==> src/sfd_pkg.sv <==
// ****************************************************************
// Constants shared by the sample FIFO block
// ****************************************************************
package sfd_pkg;

  // ****************************************************************
  // Register offsets on the register port
  // ****************************************************************
  localparam logic [7:0] OFS_PRESS_HIGH  = 8'h01;
  localparam logic [7:0] OFS_ALIAS_FIRST = 8'h02;
  localparam logic [7:0] OFS_ALIAS_LAST  = 8'h05;
  localparam logic [7:0] OFS_TCHG_HIGH   = 8'h0A;
  localparam logic [7:0] OFS_TCHG_LOW    = 8'h0B;
  localparam logic [7:0] OFS_PART_ID     = 8'h0C;
  localparam logic [7:0] OFS_FIFO_COND   = 8'h0D;
  localparam logic [7:0] OFS_FIFO_PORT   = 8'h0E;
  localparam logic [7:0] OFS_FIFO_CFG    = 8'h0F;

  // ****************************************************************
  // Field positions
  // ****************************************************************
  localparam int OVF_BIT     = 7;
  localparam int MARK_BIT    = 6;
  localparam int MODE_HI     = 7;
  localparam int MODE_LO     = 6;
  localparam int THRESH_HI   = 5;
  localparam int CHG_FRAC_LO = 4;

  // ****************************************************************
  // Sizes and reset values
  // ****************************************************************
  localparam int             SAMPLE_W     = 40;
  localparam int             SAMPLE_BYTES = 5;
  localparam int             STORE_DEPTH  = 32;
  localparam int             STAGE_DEPTH  = 4;
  localparam int             CNT_W        = 6;
  localparam logic [5:0]     STORE_FULL   = 6'h20;
  localparam logic [2:0]     LAST_BYTE    = 3'h4;
  localparam logic [7:0]     CFG_RESET    = 8'h00;
  localparam logic [11:0]    CHG_RESET    = 12'h000;
  localparam logic [7:0]     EMPTY_BYTE   = 8'h00;

  // Overflow policy field encodings
  typedef enum logic [1:0] {
    SFD_MODE_OFF    = 2'b00,
    SFD_MODE_CIRC   = 2'b01,
    SFD_MODE_STOP   = 2'b10,
    SFD_MODE_UNUSED = 2'b11
  } sfd_mode_t;

endpackage : sfd_pkg

==> src/sfd_fifo.sv <==
`timescale 1ns/100ps
// ****************************************************************
// Flop-based FIFO with valid/ready on both sides
// ****************************************************************
module sfd_fifo #(
  parameter int WIDTH = 8,
  parameter int DEPTH = 4,
  parameter int CW    = $clog2(DEPTH + 1)
) (
  input  wire logic             clk,
  input  wire logic             rst_n,
  input  wire logic             flush,
  input  wire logic             inValid,
  output logic                  inReady,
  input  wire logic [WIDTH-1:0] inData,
  output logic                  outValid,
  input  wire logic             outReady,
  output logic [WIDTH-1:0]      outData,
  output logic [CW-1:0]         count
);
  localparam int PW = (DEPTH > 1) ? $clog2(DEPTH) : 1;
  localparam logic [PW-1:0] LAST_PTR = PW'(DEPTH - 1);
  localparam logic [CW-1:0] FULL_CNT = CW'(DEPTH);

  logic [WIDTH-1:0] mem_ff [DEPTH];
  logic [PW-1:0]    wrPtr_ff;
  logic [PW-1:0]    rdPtr_ff;
  logic [CW-1:0]    count_ff;
  logic             doPush;
  logic             doPop;

  // Full may still take a word when the head leaves in the same cycle
  assign inReady  = (count_ff != FULL_CNT) || outReady;
  assign outValid = (count_ff != '0);
  assign outData  = mem_ff[rdPtr_ff];
  assign count    = count_ff;
  assign doPush   = inValid && inReady && !flush;
  assign doPop    = outValid && outReady && !flush;

  // Storage, no reset needed on data
  always_ff @(posedge clk) begin
    if (doPush) begin
      mem_ff[wrPtr_ff] <= inData;
    end
  end

  // Pointers and occupancy
  always_ff @(posedge clk or negedge rst_n) begin
    if (!rst_n) begin
      wrPtr_ff <= '0;
      rdPtr_ff <= '0;
      count_ff <= '0;
    end else if (flush) begin
      wrPtr_ff <= '0;
      rdPtr_ff <= '0;
      count_ff <= '0;
    end else begin
      if (doPush) begin
        wrPtr_ff <= (wrPtr_ff == LAST_PTR) ? '0 : wrPtr_ff + PW'(1);
      end
      if (doPop) begin
        rdPtr_ff <= (rdPtr_ff == LAST_PTR) ? '0 : rdPtr_ff + PW'(1);
      end
      if (doPush && !doPop) begin
        count_ff <= count_ff + CW'(1);
      end else if (doPop && !doPush) begin
        count_ff <= count_ff - CW'(1);
      end
    end
  end

endmodule : sfd_fifo

==> src/sfd_sample_fifo.sv <==
`timescale 1ns/100ps
// Contract
// - Temperature change kept as 12-bit signed, integer high byte, fraction bits 7:4 low.
// - Temperature change updates on every sample regardless of FIFO mode.
// - Read-only 8-bit identifier fixed at build, never written by host.
// - Status bit 7 shows overflow while the FIFO stays full.
// - Status bit 6 shows watermark while count exceeds threshold.
// - Status read clears the FIFO interrupt cause; level flags keep following conditions.
// - Status bits 5:0 hold the stored sample count, 0 to 32.
// - FIFO holds up to 32 five-byte samples, read through 8-bit port.
// - With FIFO enabled, data served at 01h; 02h to 05h read 00h.
// - New samples keep entering the FIFO during host data reads.
// - Byte reads give pressure high, mid, low, temperature high, low, then next sample.
// - Exceeding the watermark never halts storage.
// - Samples are pushed at the acquisition interval chosen by system control.
// - Reading returns oldest data, removes it and decrements count by one.
// - Config: policy bits 7:6, threshold bits 5:0, both reset to zero.
// - Policy 00 off, 01 circular overwrite, 10 refuse when full, 11 unused.
// - Disable or standby-to-active flushes FIFO, clearing flags and count.
// - Threshold zero suppresses the watermark flag.
module sfd_sample_fifo #(
  parameter logic [7:0] PART_ID = 8'h5A  // Arbitrary value
) (
  input  wire logic        clk,
  input  wire logic        rst_n,
  input  wire logic [7:0]  regAddr,
  input  wire logic        regRd,
  input  wire logic        regWr,
  input  wire logic [7:0]  regWdata,
  output logic [7:0]       regRdata,
  input  wire logic        sampleValid,
  output logic             sampleReady,
  input  wire logic [19:0] samplePressure,
  input  wire logic [11:0] sampleTemp,
  input  wire logic        sysActive,
  output logic             fifoIntPend
);

  // ****************************************************************
  // Declarations
  // ****************************************************************
  sfd_pkg::sfd_mode_t        mode_ff;
  logic [5:0]                levelThreshold_ff;
  logic [11:0]               tempChangeValue_ff;
  logic [11:0]               prevTemp_ff;
  logic [7:0]                regRdata_ff;
  logic [2:0]                byteIdx_ff;
  logic                      activePrev_ff;
  logic                      eventPrev_ff;
  logic                      fifoIntPend_ff;
  logic [sfd_pkg::SAMPLE_W-1:0] packedSample;
  logic [sfd_pkg::SAMPLE_W-1:0] stgData;
  logic [sfd_pkg::SAMPLE_W-1:0] storeData;
  logic                      stgValid;
  logic                      stgReady;
  logic                      storeIn;
  logic                      storeInReady;
  logic                      storeValid;
  logic                      storePop;
  logic [5:0]                sampleCount;
  logic                      modeEn;
  logic                      storeFull;
  logic                      dataRead;
  logic                      hostPop;
  logic                      circDrop;
  logic                      storeFlush;
  logic                      cfgWrite;
  logic                      fifoOverflowFlag;
  logic                      levelMarkFlag;
  logic                      fifoEvent;
  logic                      sampleTaken;
  logic [1:0]                nxt_modeField;
  logic [7:0]                headByte;
  logic [7:0]                nxt_rdata;

  // ****************************************************************
  // Sample intake and staging buffer
  // ****************************************************************
  // Bytes in read order, unused low nibbles read as zero
  assign packedSample = {samplePressure, 4'h0, sampleTemp, 4'h0};
  assign sampleTaken  = sampleValid && sampleReady;

  // Staging absorbs strobes while the store is busy with a host pop
  sfd_fifo #(
    .WIDTH (sfd_pkg::SAMPLE_W),
    .DEPTH (sfd_pkg::STAGE_DEPTH),
    .CW    (3)
  ) uStage (
    .clk      (clk),
    .rst_n    (rst_n),
    .flush    (1'b0),
    .inValid  (sampleValid),
    .inReady  (sampleReady),
    .inData   (packedSample),
    .outValid (stgValid),
    .outReady (stgReady),
    .outData  (stgData),
    .count    ()
  );

  // ****************************************************************
  // Mode decode and store control
  // ****************************************************************
  assign modeEn    = (mode_ff == sfd_pkg::SFD_MODE_CIRC) || (mode_ff == sfd_pkg::SFD_MODE_STOP);
  assign storeFull = (sampleCount == sfd_pkg::STORE_FULL);
  assign dataRead  = regRd && modeEn &&
                     ((regAddr == sfd_pkg::OFS_PRESS_HIGH) || (regAddr == sfd_pkg::OFS_FIFO_PORT));
  // Sample leaves only after its fifth byte
  assign hostPop   = dataRead && storeValid && (byteIdx_ff == sfd_pkg::LAST_BYTE);
  // Drain stalls only for the single pop cycle, so intake stops only when staging is full in a pop cycle
  assign stgReady  = !hostPop;
  // Watermark plays no part here; only the policy decides
  assign storeIn   = stgValid && stgReady && modeEn &&
                     (!storeFull || (mode_ff == sfd_pkg::SFD_MODE_CIRC));
  // Circular mode drops the oldest entry to make room
  assign circDrop  = storeIn && storeFull;
  assign storePop  = hostPop || circDrop;

  // Samples are up to 32 deep
  sfd_fifo #(
    .WIDTH (sfd_pkg::SAMPLE_W),
    .DEPTH (sfd_pkg::STORE_DEPTH),
    .CW    (sfd_pkg::CNT_W)
  ) uStore (
    .clk      (clk),
    .rst_n    (rst_n),
    .flush    (storeFlush),
    .inValid  (storeIn),
    .inReady  (storeInReady),
    .inData   (stgData),
    .outValid (storeValid),
    .outReady (storePop),
    .outData  (storeData),
    .count    (sampleCount)
  );

  // ****************************************************************
  // Configuration register
  // ****************************************************************
  assign cfgWrite = regWr && (regAddr == sfd_pkg::OFS_FIFO_CFG);
  assign nxt_modeField = regWdata[sfd_pkg::MODE_HI:sfd_pkg::MODE_LO];

  // Direct switch between the two running policies is refused
  always_ff @(posedge clk or negedge rst_n) begin
    if (!rst_n) begin
      mode_ff           <= sfd_pkg::sfd_mode_t'(sfd_pkg::CFG_RESET[sfd_pkg::MODE_HI:sfd_pkg::MODE_LO]);
      levelThreshold_ff <= sfd_pkg::CFG_RESET[sfd_pkg::THRESH_HI:0];
    end else if (cfgWrite) begin
      levelThreshold_ff <= regWdata[sfd_pkg::THRESH_HI:0];
      if ((mode_ff == sfd_pkg::SFD_MODE_OFF) || (nxt_modeField == sfd_pkg::SFD_MODE_OFF)) begin
        mode_ff <= sfd_pkg::sfd_mode_t'(nxt_modeField);
      end
    end
  end

  // Flush on disable or on entering active
  always_ff @(posedge clk or negedge rst_n) begin
    if (!rst_n) begin
      activePrev_ff <= 1'b0;
    end else begin
      activePrev_ff <= sysActive;
    end
  end

  assign storeFlush = (cfgWrite && (nxt_modeField == sfd_pkg::SFD_MODE_OFF) && modeEn) ||
                      (sysActive && !activePrev_ff);

  // ****************************************************************
  // Status flags
  // ****************************************************************
  // Both are levels; flush empties the store so they fall with it
  assign fifoOverflowFlag = modeEn && storeFull;
  assign levelMarkFlag    = (levelThreshold_ff != 6'h00) && (sampleCount > levelThreshold_ff);
  assign fifoEvent        = fifoOverflowFlag || levelMarkFlag;

  // Interrupt cause is edge set, cleared by status read, set wins
  always_ff @(posedge clk or negedge rst_n) begin
    if (!rst_n) begin
      eventPrev_ff   <= 1'b0;
      fifoIntPend_ff <= 1'b0;
    end else begin
      eventPrev_ff <= fifoEvent;
      if (fifoEvent && !eventPrev_ff) begin
        fifoIntPend_ff <= 1'b1;
      end else if (regRd && (regAddr == sfd_pkg::OFS_FIFO_COND)) begin
        fifoIntPend_ff <= 1'b0;
      end
    end
  end

  assign fifoIntPend = fifoIntPend_ff;

  // ****************************************************************
  // Byte position within the head sample
  // ****************************************************************
  // Restart at byte 0 when the head changes under the reader
  always_ff @(posedge clk or negedge rst_n) begin
    if (!rst_n) begin
      byteIdx_ff <= 3'h0;
    end else if (storeFlush || circDrop || hostPop) begin
      byteIdx_ff <= 3'h0;
    end else if (dataRead && storeValid) begin
      byteIdx_ff <= byteIdx_ff + 3'h1;
    end
  end

  // Head byte, most significant first
  always_comb begin
    case (byteIdx_ff)
      3'h0:    headByte = storeData[39:32];
      3'h1:    headByte = storeData[31:24];
      3'h2:    headByte = storeData[23:16];
      3'h3:    headByte = storeData[15:8];
      3'h4:    headByte = storeData[7:0];
      default: headByte = sfd_pkg::EMPTY_BYTE;
    endcase
  end

  // ****************************************************************
  // Temperature change tracking
  // ****************************************************************
  // Runs on every taken sample, independent of the policy field
  always_ff @(posedge clk or negedge rst_n) begin
    if (!rst_n) begin
      tempChangeValue_ff <= sfd_pkg::CHG_RESET;
      prevTemp_ff        <= sfd_pkg::CHG_RESET;
    end else if (sampleTaken) begin
      tempChangeValue_ff <= sampleTemp - prevTemp_ff;
      prevTemp_ff        <= sampleTemp;
    end
  end

  // ****************************************************************
  // Read mux
  // ****************************************************************
  // Real-time data lives elsewhere, so 01h..05h read zero when off
  always_comb begin
    nxt_rdata = sfd_pkg::EMPTY_BYTE;
    if (dataRead) begin
      nxt_rdata = storeValid ? headByte : sfd_pkg::EMPTY_BYTE;
    end else if ((regAddr >= sfd_pkg::OFS_ALIAS_FIRST) && (regAddr <= sfd_pkg::OFS_ALIAS_LAST)) begin
      nxt_rdata = sfd_pkg::EMPTY_BYTE;
    end else begin
      case (regAddr)
        sfd_pkg::OFS_TCHG_HIGH: nxt_rdata = tempChangeValue_ff[11:4];
        sfd_pkg::OFS_TCHG_LOW:  nxt_rdata = {tempChangeValue_ff[3:0], 4'h0};
        sfd_pkg::OFS_PART_ID:   nxt_rdata = PART_ID;
        sfd_pkg::OFS_FIFO_COND: nxt_rdata = {fifoOverflowFlag, levelMarkFlag, sampleCount};
        sfd_pkg::OFS_FIFO_CFG:  nxt_rdata = {mode_ff, levelThreshold_ff};
        default:                nxt_rdata = sfd_pkg::EMPTY_BYTE;
      endcase
    end
  end

  // Read data held until the next read
  always_ff @(posedge clk or negedge rst_n) begin
    if (!rst_n) begin
      regRdata_ff <= sfd_pkg::EMPTY_BYTE;
    end else if (regRd) begin
      regRdata_ff <= nxt_rdata;
    end
  end

  assign regRdata = regRdata_ff;

  // ****************************************************************
  // Checks
  // ****************************************************************
  a_delta_value: assert property (@(posedge clk) disable iff (!rst_n)
    sampleTaken |=> tempChangeValue_ff == 12'($past(sampleTemp) - $past(prevTemp_ff)))
    else $error("temperature change wrong");

  a_delta_off_mode: assert property (@(posedge clk) disable iff (!rst_n)
    sampleTaken && !modeEn |=> prevTemp_ff == $past(sampleTemp))
    else $error("change not tracked while FIFO off");

  a_part_id: assert property (@(posedge clk) disable iff (!rst_n)
    regRd && regAddr == sfd_pkg::OFS_PART_ID |=> regRdata == PART_ID)
    else $error("identifier read wrong");

  a_ovf_status: assert property (@(posedge clk) disable iff (!rst_n)
    regRd && regAddr == sfd_pkg::OFS_FIFO_COND |=> regRdata[7] == $past(modeEn && sampleCount == 6'h20))
    else $error("overflow bit wrong");

  a_mark_status: assert property (@(posedge clk) disable iff (!rst_n)
    regRd && regAddr == sfd_pkg::OFS_FIFO_COND && levelThreshold_ff != 6'h00
      |=> regRdata[6] == ($past(sampleCount) > $past(levelThreshold_ff)))
    else $error("watermark bit wrong");

  a_cause_clear: assert property (@(posedge clk) disable iff (!rst_n)
    regRd && regAddr == sfd_pkg::OFS_FIFO_COND && !(fifoEvent && !eventPrev_ff) |=> !fifoIntPend)
    else $error("cause not cleared by status read");

  a_count_range: assert property (@(posedge clk) disable iff (!rst_n)
    sampleCount <= 6'h20)
    else $error("count above 32");

  a_alias_zero: assert property (@(posedge clk) disable iff (!rst_n)
    regRd && modeEn && regAddr >= 8'h02 && regAddr <= 8'h05 |=> regRdata == 8'h00)
    else $error("alias address not zero");

  a_pop_count: assert property (@(posedge clk) disable iff (!rst_n)
    hostPop && !storeFlush |=> sampleCount == $past(sampleCount) - 6'h01)
    else $error("pop did not decrement count");

  a_stop_refuse: assert property (@(posedge clk) disable iff (!rst_n)
    mode_ff == sfd_pkg::SFD_MODE_STOP && sampleCount == 6'h20 |-> !storeIn)
    else $error("full stop mode took a sample");

  a_circ_full: assert property (@(posedge clk) disable iff (!rst_n)
    circDrop && !storeFlush |=> sampleCount == 6'h20)
    else $error("circular overwrite changed count");

  a_flush_empty: assert property (@(posedge clk) disable iff (!rst_n)
    storeFlush |=> sampleCount == 6'h00 && !fifoOverflowFlag && !levelMarkFlag)
    else $error("flush left data");

  a_mark_zero: assert property (@(posedge clk) disable iff (!rst_n)
    levelThreshold_ff == 6'h00 |-> !levelMarkFlag)
    else $error("watermark with zero threshold");

  a_empty_read: assert property (@(posedge clk) disable iff (!rst_n)
    dataRead && sampleCount == 6'h00 |=> regRdata == 8'h00)
    else $error("empty read not zero");

  a_intake_open: assert property (@(posedge clk) disable iff (!rst_n)
    hostPop |=> stgReady)
    else $error("drain stalled two cycles");

  a_store_ready: assert property (@(posedge clk) disable iff (!rst_n)
    storeIn |-> storeInReady)
    else $error("store refused a push");

  a_cause_set: assert property (@(posedge clk) disable iff (!rst_n)
    fifoEvent && !eventPrev_ff |=> fifoIntPend)
    else $error("cause not raised on event");

endmodule : sfd_sample_fifo

==> config.mk <==
export PLATFORM = sky130hd
export DESIGN_NAME = sfd_sample_fifo
export DESIGN_NICKNAME = d
export VERILOG_FILES = /design/src/sfd_pkg.sv /design/src/sfd_fifo.sv /design/src/sfd_sample_fifo.sv
export SDC_FILE = /design/constraint.sdc
export NUM_CORES = 1
export LEC_CHECK = 0
export ABC_CLOCK_PERIOD_IN_PS = 5500
export BUFFER_PORTS_ARGS = -buffer_cell sky130_fd_sc_hd__clkbuf_2
export CORE_MARGIN = 2
export CORE_UTILIZATION = 40
export CTS_CLUSTER_DIAMETER = 60
export DETAILED_ROUTE_END_ITERATION = 16
export GPL_TIMING_DRIVEN = 0
export HOLD_SLACK_MARGIN = 0.15
export SYNTH_ARGS = -nofsm -noshare
export SYNTH_HDL_FRONTEND = slang
export SYNTH_SLANG_ARGS = --single-unit
==> constraint.sdc <==
create_clock -name clk -period 5.5 [get_ports clk]
set_input_delay 0.55 -clock clk [delete_from_list [all_inputs] [get_ports clk]]
set_output_delay 0.55 -clock clk [all_outputs]
set_load 0.1 [all_outputs]
-- Word level (Yosys, flattened, before mapping)
Memories as Yosys holds them, arrays and structs flattened.
Index checks and enable logic that the tools add are counted.
- bits in registers: 69
- RAM bits: 1408
- bits of input ports: 54
- output and inout port bits: 10
- logic and storage cells: 135
- memories: 2
- $add $sub $neg: 10
- $lt $le $gt $ge: 3
- equality and inequality tests: 20
- multiplexer cells: 26
- reductions and logical operators: 59
- memory list (memory ; depth ; width ; read ports ; clocked after memory_dff ; wr ports ; line ; source):
    uStore.mem_ff ; 32 ; 40 ; 1 ; 0 ; 1 ; sfd_fifo.sv:25 ; logic [WIDTH-1:0] mem_ff [DEPTH];
    uStage.mem_ff ; 4 ; 32 ; 1 ; 0 ; 1 ; sfd_fifo.sv:25 ;
- operators by type and width (cell ; number):
    8-bit case mux with 5 select lines ; 2
    8-bit by 4-bit equality test with 1-bit output (second input constant) ; 6
    5-bit two-way mux ; 6
    1-bit logical AND ; 26
    8-bit two-way mux ; 3
    6-bit two-way mux ; 3
    3-bit two-way mux ; 4
    6-bit nonzero test ; 2
    12-bit subtractor ; 1
    1-bit logical OR ; 11
    5-bit by 1-bit adder with 5-bit output (second input constant) ; 2
    5-bit equality test (second input constant) ; 2
    2-bit nonzero test ; 5
    1-bit logical NOT ; 9
    8-bit by 1-bit equality test with 1-bit output (second input constant) ; 1
    8-bit by 2-bit >= comparator with 1-bit output (second input constant) ; 1
    8-bit by 3-bit less-or-equal comparator with 1-bit output (second input constant) ; 1
    3-bit by 1-bit adder with 3-bit output (second input constant) ; 2
    6-bit by 1-bit adder with 6-bit output (second input constant) ; 1
    2-bit equality test (second input constant) ; 3
    3-bit by 2-bit equality test with 1-bit output (second input constant) ; 2
    6-bit equality test (second input constant) ; 1
    6-bit > comparator ; 1
    1-bit two-way mux ; 6
    other kinds (13) ; 17

-- Depth between registers and ports, before layout
Gate-level depths: netlist of the first run.
- word-level depth: 20
- gate-level depth with buffers: 17
- gate-level depth less buffers: 16

-- By module
From an unflattened synthesis of the first run, not the netlist that was laid out.
- cell total of the unflattened synthesis: 2608
- area, all modules: 59102.9 um^2
- by module, submodules not included (module ; instances ; cells each ; area an instance (um^2) ; seq. area each (um^2)):
    sfd_fifo at uStore ; 1 ; 1979 ; 49582.6 ; 38837.2
    sfd_fifo at uStage ; 1 ; 276 ; 6367.4 ; 4979.8
    sfd_sample_fifo ; 1 ; 353 ; 3153.0 ; 1151.1

-- Worst setup path after synthesis of the first run
OpenSTA, ideal clock, no wires.
- path type: register to register
- start point: register uStore.count_ff[0], in the netlist uStore.count[0]
- end point: memory uStore.mem_ff[30][10] in the netlist's numbering, enable pin
- setup time: 0.421 ns
- arrival time: 3.555 ns
- data required time: 5.079 ns
- setup slack: 1.524 ns
- stages on the path, launching flop included: 9
- buffers on the path: 1
- period minus slack after synthesis: 3.976 ns
- cells stage by stage: dfrtp_1 -> or3_1 -> or4_4 -> a31oi_4 -> o211ai_4 -> buf_2 -> nor2_1 -> nand2_1 -> nor2_1
- longest elaborated chain between the ends: 14
- elaborated cells on any way between the ends: 18
- classes of those cells: eq/ne: 2; mux: 2; reduce/logical: 14
- RTL lines (what ; line ; source):
    from (decl) ; sfd_fifo.sv:28 ; logic [CW-1:0] count_ff;
    from (signal assigned) ; sfd_fifo.sv:65 ; count_ff <= count_ff + CW'(1);
    from (signal assigned) ; sfd_fifo.sv:67 ; count_ff <= count_ff - CW'(1);
    6-bit nonzero test ; sfd_fifo.sv:34 ; assign outValid = (count_ff != '0);
    1-bit logical AND (2 in series) ; sfd_sample_fifo.sv:109 ; assign hostPop = dataRead && storeValid && (byteIdx_ff == sfd_pkg::LAST_BYTE);
    1-bit logical NOT ; sfd_sample_fifo.sv:111 ; assign stgReady = !hostPop;
    1-bit logical AND (3 in series) ; sfd_sample_fifo.sv:113 ; assign storeIn = stgValid && stgReady && modeEn &&
    1-bit logical AND ; sfd_sample_fifo.sv:116 ; assign circDrop = storeIn && storeFull;
    1-bit logical OR ; sfd_sample_fifo.sv:117 ; assign storePop = hostPop || circDrop;
    1-bit logical OR ; sfd_fifo.sv:33 ; assign inReady = (count_ff != FULL_CNT) || outReady;
    1-bit logical AND * (2 in series) ; sfd_fifo.sv:37 ; assign doPush = inValid && inReady && !flush;
    1-bit two-way mux * ; sfd_fifo.sv:42 ; if (doPush) begin
    1-bit two-way mux (implied by the code) * ; sfd_fifo.sv:43 ; mem_ff[wrPtr_ff] <= inData;
    to (decl) ; sfd_fifo.sv:25 ;
Every way passes the cells marked *; elsewhere a longest branch is shown, timed or not.

-- Final worst setup path of the first run
- start point: register uStore.count_ff[0], in the netlist uStore.count[0]
- end point: memory uStore.mem_ff[31][11] in the netlist's numbering, enable pin
The elaborated chain is that of the path after synthesis.

==> results of run 1 <==
-- where the power goes --
part | internal, mW | total, mW | switching [mW]
Clock | 4.56 | 8.07 | 3.51
Sequential | 12.5 | 12.8 | 0.249
Combinational | 0.941 | 4.02 | 3.08
-- layer usage --
metal | up-vias | part of all wire (%) | GRT usage [%]
li1 | 10500 | - | -
met1 | 13900 | 39 | 31.8
met2 | 1537 | 47 | 36.8
met3 | 282 | 9.2 | 3.75
met4 | 6 | 4.1 | 9.34
met5 | - | 0.030 | 0
-- worst max path at each step --
stage                            endpoint  slack, ps  cells past startpoint            start
global route        uStore.mem_ff[18][20]        590                      9  uStore.count[0]
finish              uStore.mem_ff[31][11]        760                      9  uStore.count[0]
global placement     uStore.mem_ff[29][9]      -1880                      9            regRd
floorplan           uStore.mem_ff[30][10]       1520                      8  uStore.count[0]
detailed placement  uStore.mem_ff[19][37]        610                     10            regRd
CTS                 uStore.mem_ff[19][26]        800                      9  uStore.count[0]
-- flip-flops by register name (all words and copies together) (netlist names) --
signal,flops
activePrev_ff,1
mode_ff,2
uStore.count,6
uStore.wrPtr_ff,5
uStage.rdPtr_ff,2
levelThreshold_ff,6
tempChangeValue_ff,12
uStore.rdPtr_ff,5
regRdata,8
uStore.mem_ff,1024
fifoIntPend,1
uStage.count,3
uStage.wrPtr_ff,2
eventPrev_ff,1
prevTemp_ff,12
byteIdx_ff,3
uStage.mem_ff,128
-- cell families (layout without fill, tap and decap cells) --
| group | count (synthesis) | count (layout) |
|---|---|---|
| muxes | 355 | 355 |
| adders and majority gates | 44 | 44 |
| AOI/OAI and AO/OA | 261 | 261 |
| DFF | 1221 | 1221 |
| and+or+nand+nor | 338 | 338 |
| xor gates and xnor gates | 16 | 16 |
| buffers and inverters | 172 | 540 |
-- critical path: stages (launching register included) --
cell,delay (ps)
dfrtp_1,440
or3_1,430
or4_4,460
a31oi_4,320
o211ai_4,170
buf_2,230
nor2_1,440
nand2_1,590
nor2_4,1000
buf_12,290
-- cells in the final DEF (no fill, tap or decap), drive strengths merged, types with 42 or more instances in the layout --
| master | count |
|---|---|
| edfxtp | 1152 |
| clkbuf | 280 |
| mux4 | 263 |
| buf | 109 |
| nor2 | 100 |
| nand2 | 75 |
| mux2i | 70 |
| a22oi | 69 |
| dfrtp | 69 |
| inv | 58 |
| a21oi | 47 |
| clkinv | 42 |
-- per-stage QoR --
| stage | std cells | power, mW | util [%] |
|---|---|---|---|
| 2_1_floorplan | 2407 | 15.1 | - |
| 3_3_place_gp | 4079 | 16.5 | 42.2 |
| 3_5_place_dp | 4128 | 17.0 | 43.4 |
| 4_1_cts | 4386 | 24.9 | 46.9 |
| 5_1_grt | 4387 | 25.6 | 46.9 |
| 6_report | 4387 | 24.9 | 46.9 |
-- area by class of cell --
| class | count | area (µm²) | area share (%) |
|---|---|---|---|
| sequential | 1221 | 36300 | 64.5 |
| multi-input combinational | 1014 | 11500 | 20.4 |
| clock buffer | 156 | 3230 | 5.74 |
| inverter | 49 | 184 | 0.327 |
| buffer | 123 | 601 | 1.07 |
| timing repair buffer | 150 | 1850 | 3.29 |
| tap | 1612 | 2020 | 3.58 |
| clock inverter | 62 | 582 | 1.03 |
==> results.cfg, run 1 <==
[status]
outcome = complete, no violations

[synth]
synth_flop_cell = edfxtp_1
synth-xor-area-share_pct = 0.329
yosys-top-cells-count = edfxtp_1 (1152), mux4_2 (263), nor2_1 (100)
synth-edff-count = 1152
postSynthCellCount = 2407
synth_cell_types = 87
muxShareOfSynthArea_pct = 14.2
async_flop_share_pct = 5.65
synth_largest_area_cell = edfxtp_1
syn_nets = 2505
yosysMostFrequentCell = edfxtp_1
synth_compound_area_share_pct = 3.91
syn_area_per_cell_um2 = 20.1
yosys_warnings = 0
synth-seq-cells = 1221
synth_top_area_share_pct = 71.6
synth_simple_gate_area_share_pct = 3.59
synth_seq_area_share_pct = 75.1
synth_top_family_by_area = multiplexers
synthTopCellsByArea = edfxtp_1 (72%), mux4_2 (12%), dfrtp_1 (3.6%)
netlist_area_um2 = 48300
synthAdderAreaFrac_pct = 1.19

[sta]
fin_crit_sh_pct = 86.2
relSlewSlack_pct = 6.95
rsz0062_at_grt = no
max_freq_mhz = 211
post-route-min-period_ps = 4740
holdWs_ps = 171
maxSlewViolCount = 0
setup_viol = 0
tns_ps = 0
worst_slew_pin_slew_ps = 1360
final_hold_viol_count = 0
finalClockSkew_ps = 32.2
finalWorstSetupSlack_ps = 757

[clock_network]
clockBufferDepth = 3
insertion_delay_ps = 730
cts_resized = 0
hold_buffers = 40
cts.sinks = 1221
cts_root_buf = clkbuf_16
cts_max_level = 3
cts_made_buffers = 119
cts_tree = built
clk_pin_slew_ps = 70
postCtsSetupBuffers = 0

[route]
drc_errors = 0
dr.pass1.iters = 5
viasPerCell = 5.97
vias = 26200
wirelength_um = 142000
final_antenna_net_count = 0
drt_iter0_drc = 3755
wl_per_cell_um = 32.4

[setup_path]
r2r_slack_ps = 760
crit_type = register to register
r2r_end = uStore.mem_ff[31][11]
required_ps = 5910
timing.rr.start = uStore.count[0]
ff2ff_path_depth = 9
end_kind = register
start_kind = register
cp_max_fo = 17
arrival_ps = 5150

[power_and_ir_drop]
p_leak_nw = 17.8
ir_worst_vdd_mv = 0.542
power_density_nw_per_um2 = 442

[grt]
antenna_found_initial = 4
grt_first_pass_wirelength_um = 199000
grt_max_degree = 42
overflow = 0
grt_pass1_vias = 26100
grtUsageTotal_pct = 23.1

[layout]
synthToLayoutAreaGrowth_pct = 16.4
num-nets-final = 2776
fin_area_um2 = 56300
diodes = 0
drive_above_1_share_pct = 24.3
final.fill_count = 9878

[hold_path]
min_path_type = primary input to register
min_to = uStage.mem_ff[0][2]
min-delay-start = sampleTemp[2]
hold_depth = 1

[place]
pre_cts_ws_ps = 605
hpwl_um = 96400
gp_congestion = 0.883
io_buffers = 60
place_area_um2 = 52000

[floorplan]
initial_core_util_pct = 40.3
rows = 127
dieWidth_um = 352
fp.dieH_um = 352
core_um2 = 120000
dieArea_um2 = 124000
io_pins = 64

[run]
maxCapViolations = 0
Power figures use the tool's default switching activity.
==> run 2: changes to the inputs <==
--- a/config.mk
+++ b/config.mk
@@ -5,6 +5,7 @@
 export SDC_FILE = /design/constraint.sdc
 export NUM_CORES = 1
 export LEC_CHECK = 0
+export ABC_AREA = 1
 export ABC_CLOCK_PERIOD_IN_PS = 5500
 export BUFFER_PORTS_ARGS = -buffer_cell sky130_fd_sc_hd__clkbuf_2
 export CORE_MARGIN = 2
==> results.cfg, run 2 <==
[layout]
drive_above_1_share_pct = 12.4
synthToLayoutAreaGrowth_pct = 18.3
largest_reg_flops = 1024
final_common_cell = edfxtp_1
max_flop_register = uStore.mem_ff
utilization_pct = 47.6
num-nets-final = 4807
diodes = 0
layout.cells.most_common_list = edfxtp_1 (1152), nand2_1 (711), nor2_1 (510)
reg_top3 = uStore.mem_ff (1024), uStage.mem_ff (128)

[synth]
yosys_warnings = 0
synth_flop_cell = edfxtp_1
netlist_area_um2 = 51200
synth-seq-cells = 1221
synth_largest_area_cell = edfxtp_1
postSynthCellCount = 4389
synth_cell_types = 43
synthTopCellsByArea = edfxtp_1 (68%), nand2_1 (5.2%), nand3_1 (4.7%)
syn_area_per_cell_um2 = 11.7
async_flop_share_pct = 5.65
synth_seq_area_share_pct = 71.0
syn_nets = 4487
synth_top_area_share_pct = 67.6
yosysMostFrequentCell = edfxtp_1
synth-edff-count = 1152
yosys-top-cells-count = edfxtp_1 (1152), nand2_1 (711), nor2_1 (546)

[floorplan]
initial_core_util_pct = 40.2
dieArea_um2 = 131000
core_um2 = 127000
fp.dieH_um = 362
io_pins = 64
rows = 131
dieWidth_um = 362

[route]
wirelength_um = 171000
wl_per_cell_um = 26.5
dr.pass1.iters = 8
drt_iter0_drc = 4652
final_antenna_net_count = 0
viasPerCell = 5.61
vias = 36300
drc_errors = 0

[sta]
maxSlewViolCount = 0
final_hold_viol_count = 0
finalWorstSetupSlack_ps = 1380
fin_crit_sh_pct = 74.9
max_freq_mhz = 243
post-route-min-period_ps = 4120
tns_ps = 0
setup_viol = 0
finalClockSkew_ps = 33.5
relSlewSlack_pct = 0.506
worst_slew_pin_slew_ps = 1490
rsz0062_at_grt = no

[clock_network]
cts_max_level = 4
cts_tree = built
cts.sinks = 1221
clk_pin_slew_ps = 60
cts_resized = 0
cts_made_buffers = 134
insertion_delay_ps = 760
cts_root_buf = clkbuf_16
clockBufferDepth = 3

[setup_path]
crit_chain = inv_1 > ha_1 > inv_1 > nor3_1 > nand3_2 > nor2_4 > nor2_4 > nand2_1 > nor2_2 > nand2_1 > nor2_4 > buf_12
crit_type = register to register
cpMostUsedCell = nor2_4
cpMaxStageDelayCell = nor2_4
arrival_ps = 4540
required_ps = 5920
cp_top_family = simple AND/OR/NAND/NOR gates
start_kind = register
cp_max_fo = 17
max_stage_delay_ps = 990
end_kind = register
path_buf_inv = 3

[hold_path]
min_path_type = primary input to register

[place]
io_buffers = 62
pre_cts_ws_ps = 1340
gp_congestion = 0.909
hpwl_um = 116000

[grt]
grt_pass1_vias = 34400
grtUsageTotal_pct = 25.8
overflow = 0
grt_first_pass_wirelength_um = 243000
grt_max_degree = 46
antenna_found_initial = 3

[status]
violations = max-capacitance violations
outcome = finished, violations left

[power_and_ir_drop]
p_leak_nw = 22.0
total_power_mw = 26.4
ir_worst_vdd_mv = 0.320
power_density_nw_per_um2 = 436

[run]
maxCapViolations = 1
run 2: cell types whose count changed in the layout (fill, tap and decap cells not counted), sizes merged, moves of 116 or more:
cell / delta
buf: +116
nand3: +443
o21ai: +398
nand2: +638
nor2: +449
mux4: -263
inv: +309
run 2: routing by layer:
layer  GRT usage, %  vias up  part of all wire, %
met4           11.0        2                  4.4
met3           5.47      393                   11
met5              0        -               0.0076
li1               -    16000                    -
met2           41.0     2097                   46
met1           34.5    17900                   39
run 2: final cells by class:
type | count | area (µm²)
Buffer | 250 | 1250
Clock buffer | 180 | 3620
Clock inverter | 55 | 554
Fill cell | 11200 | 66600
Inverter | 361 | 1360
Multi-Input combinational cell | 2557 | 12900
Sequential cell | 1221 | 36300
Tap cell | 1662 | 2080
Timing Repair Buffer | 184 | 2430
run 2: path summary, 6_finish.rpt:
check	start	end	slack, ps	depth (start not counted)
worst max-delay path	mode_ff[0]	uStore.mem_ff[13][33]	1380	12
worst min-delay path	sampleValid	tempChangeValue_ff[11]	210	3
worst max register to register	mode_ff[0]	uStore.mem_ff[13][33]	1380	12
worst min register to register	eventPrev_ff	fifoIntPend	470	3
max in group asynchronous	rst_n	uStage.rdPtr_ff[0]	4590	3
min in group asynchronous	rst_n	uStore.wrPtr_ff[4]	310	2
run 2: metrics by stage:
stage | hold slack, ps | instances | cell area, µm²
after floorplan | 254 | 4389 | 51200
after global placement | 474 | 6113 | 53600
after detailed placement | 480 | 6191 | 55900
after CTS | 178 | 6470 | 60600
after global routing | 231 | 6470 | 60600
final | 212 | 6470 | 60600
run 2: cells by family (layout without fill, tap and decap cells):
| kind of cell | after synthesis | count (layout) | synth area share, % |
|---|---|---|---|
| buf+inv | 611 | 1030 | 5.09 |
| flops | 1221 | 1221 | 71.0 |
| mux | 1 | 1 | 0.0220 |
| fa+ha+maj | 44 | 44 | 1.12 |
| xor+xnor | 15 | 15 | 0.257 |
| compound gates | 652 | 652 | 7.40 |
| simple gates | 1845 | 1845 | 15.1 |
run 2: what timing repair did:
item / in CTS / in global routing
setup buffers: 0 / 0
endpoints found under the hold margin: 224 / 0
hold buffers: 44 / 0
run 2: tightest hold or removal path: stages:
cell      delay (ps)
clkbuf_2          90
nand2_2          150
o21ai_0          110
run 2: power breakdown:
part	internal [mW]	leakage, nW	switching, mW	total [mW]
sequential	12.2	11.2	0.112	12.3
combinational	1.49	8.75	3.91	5.40
clock	5.01	2.02	3.68	8.70
total	18.7	22.0	7.71	26.4
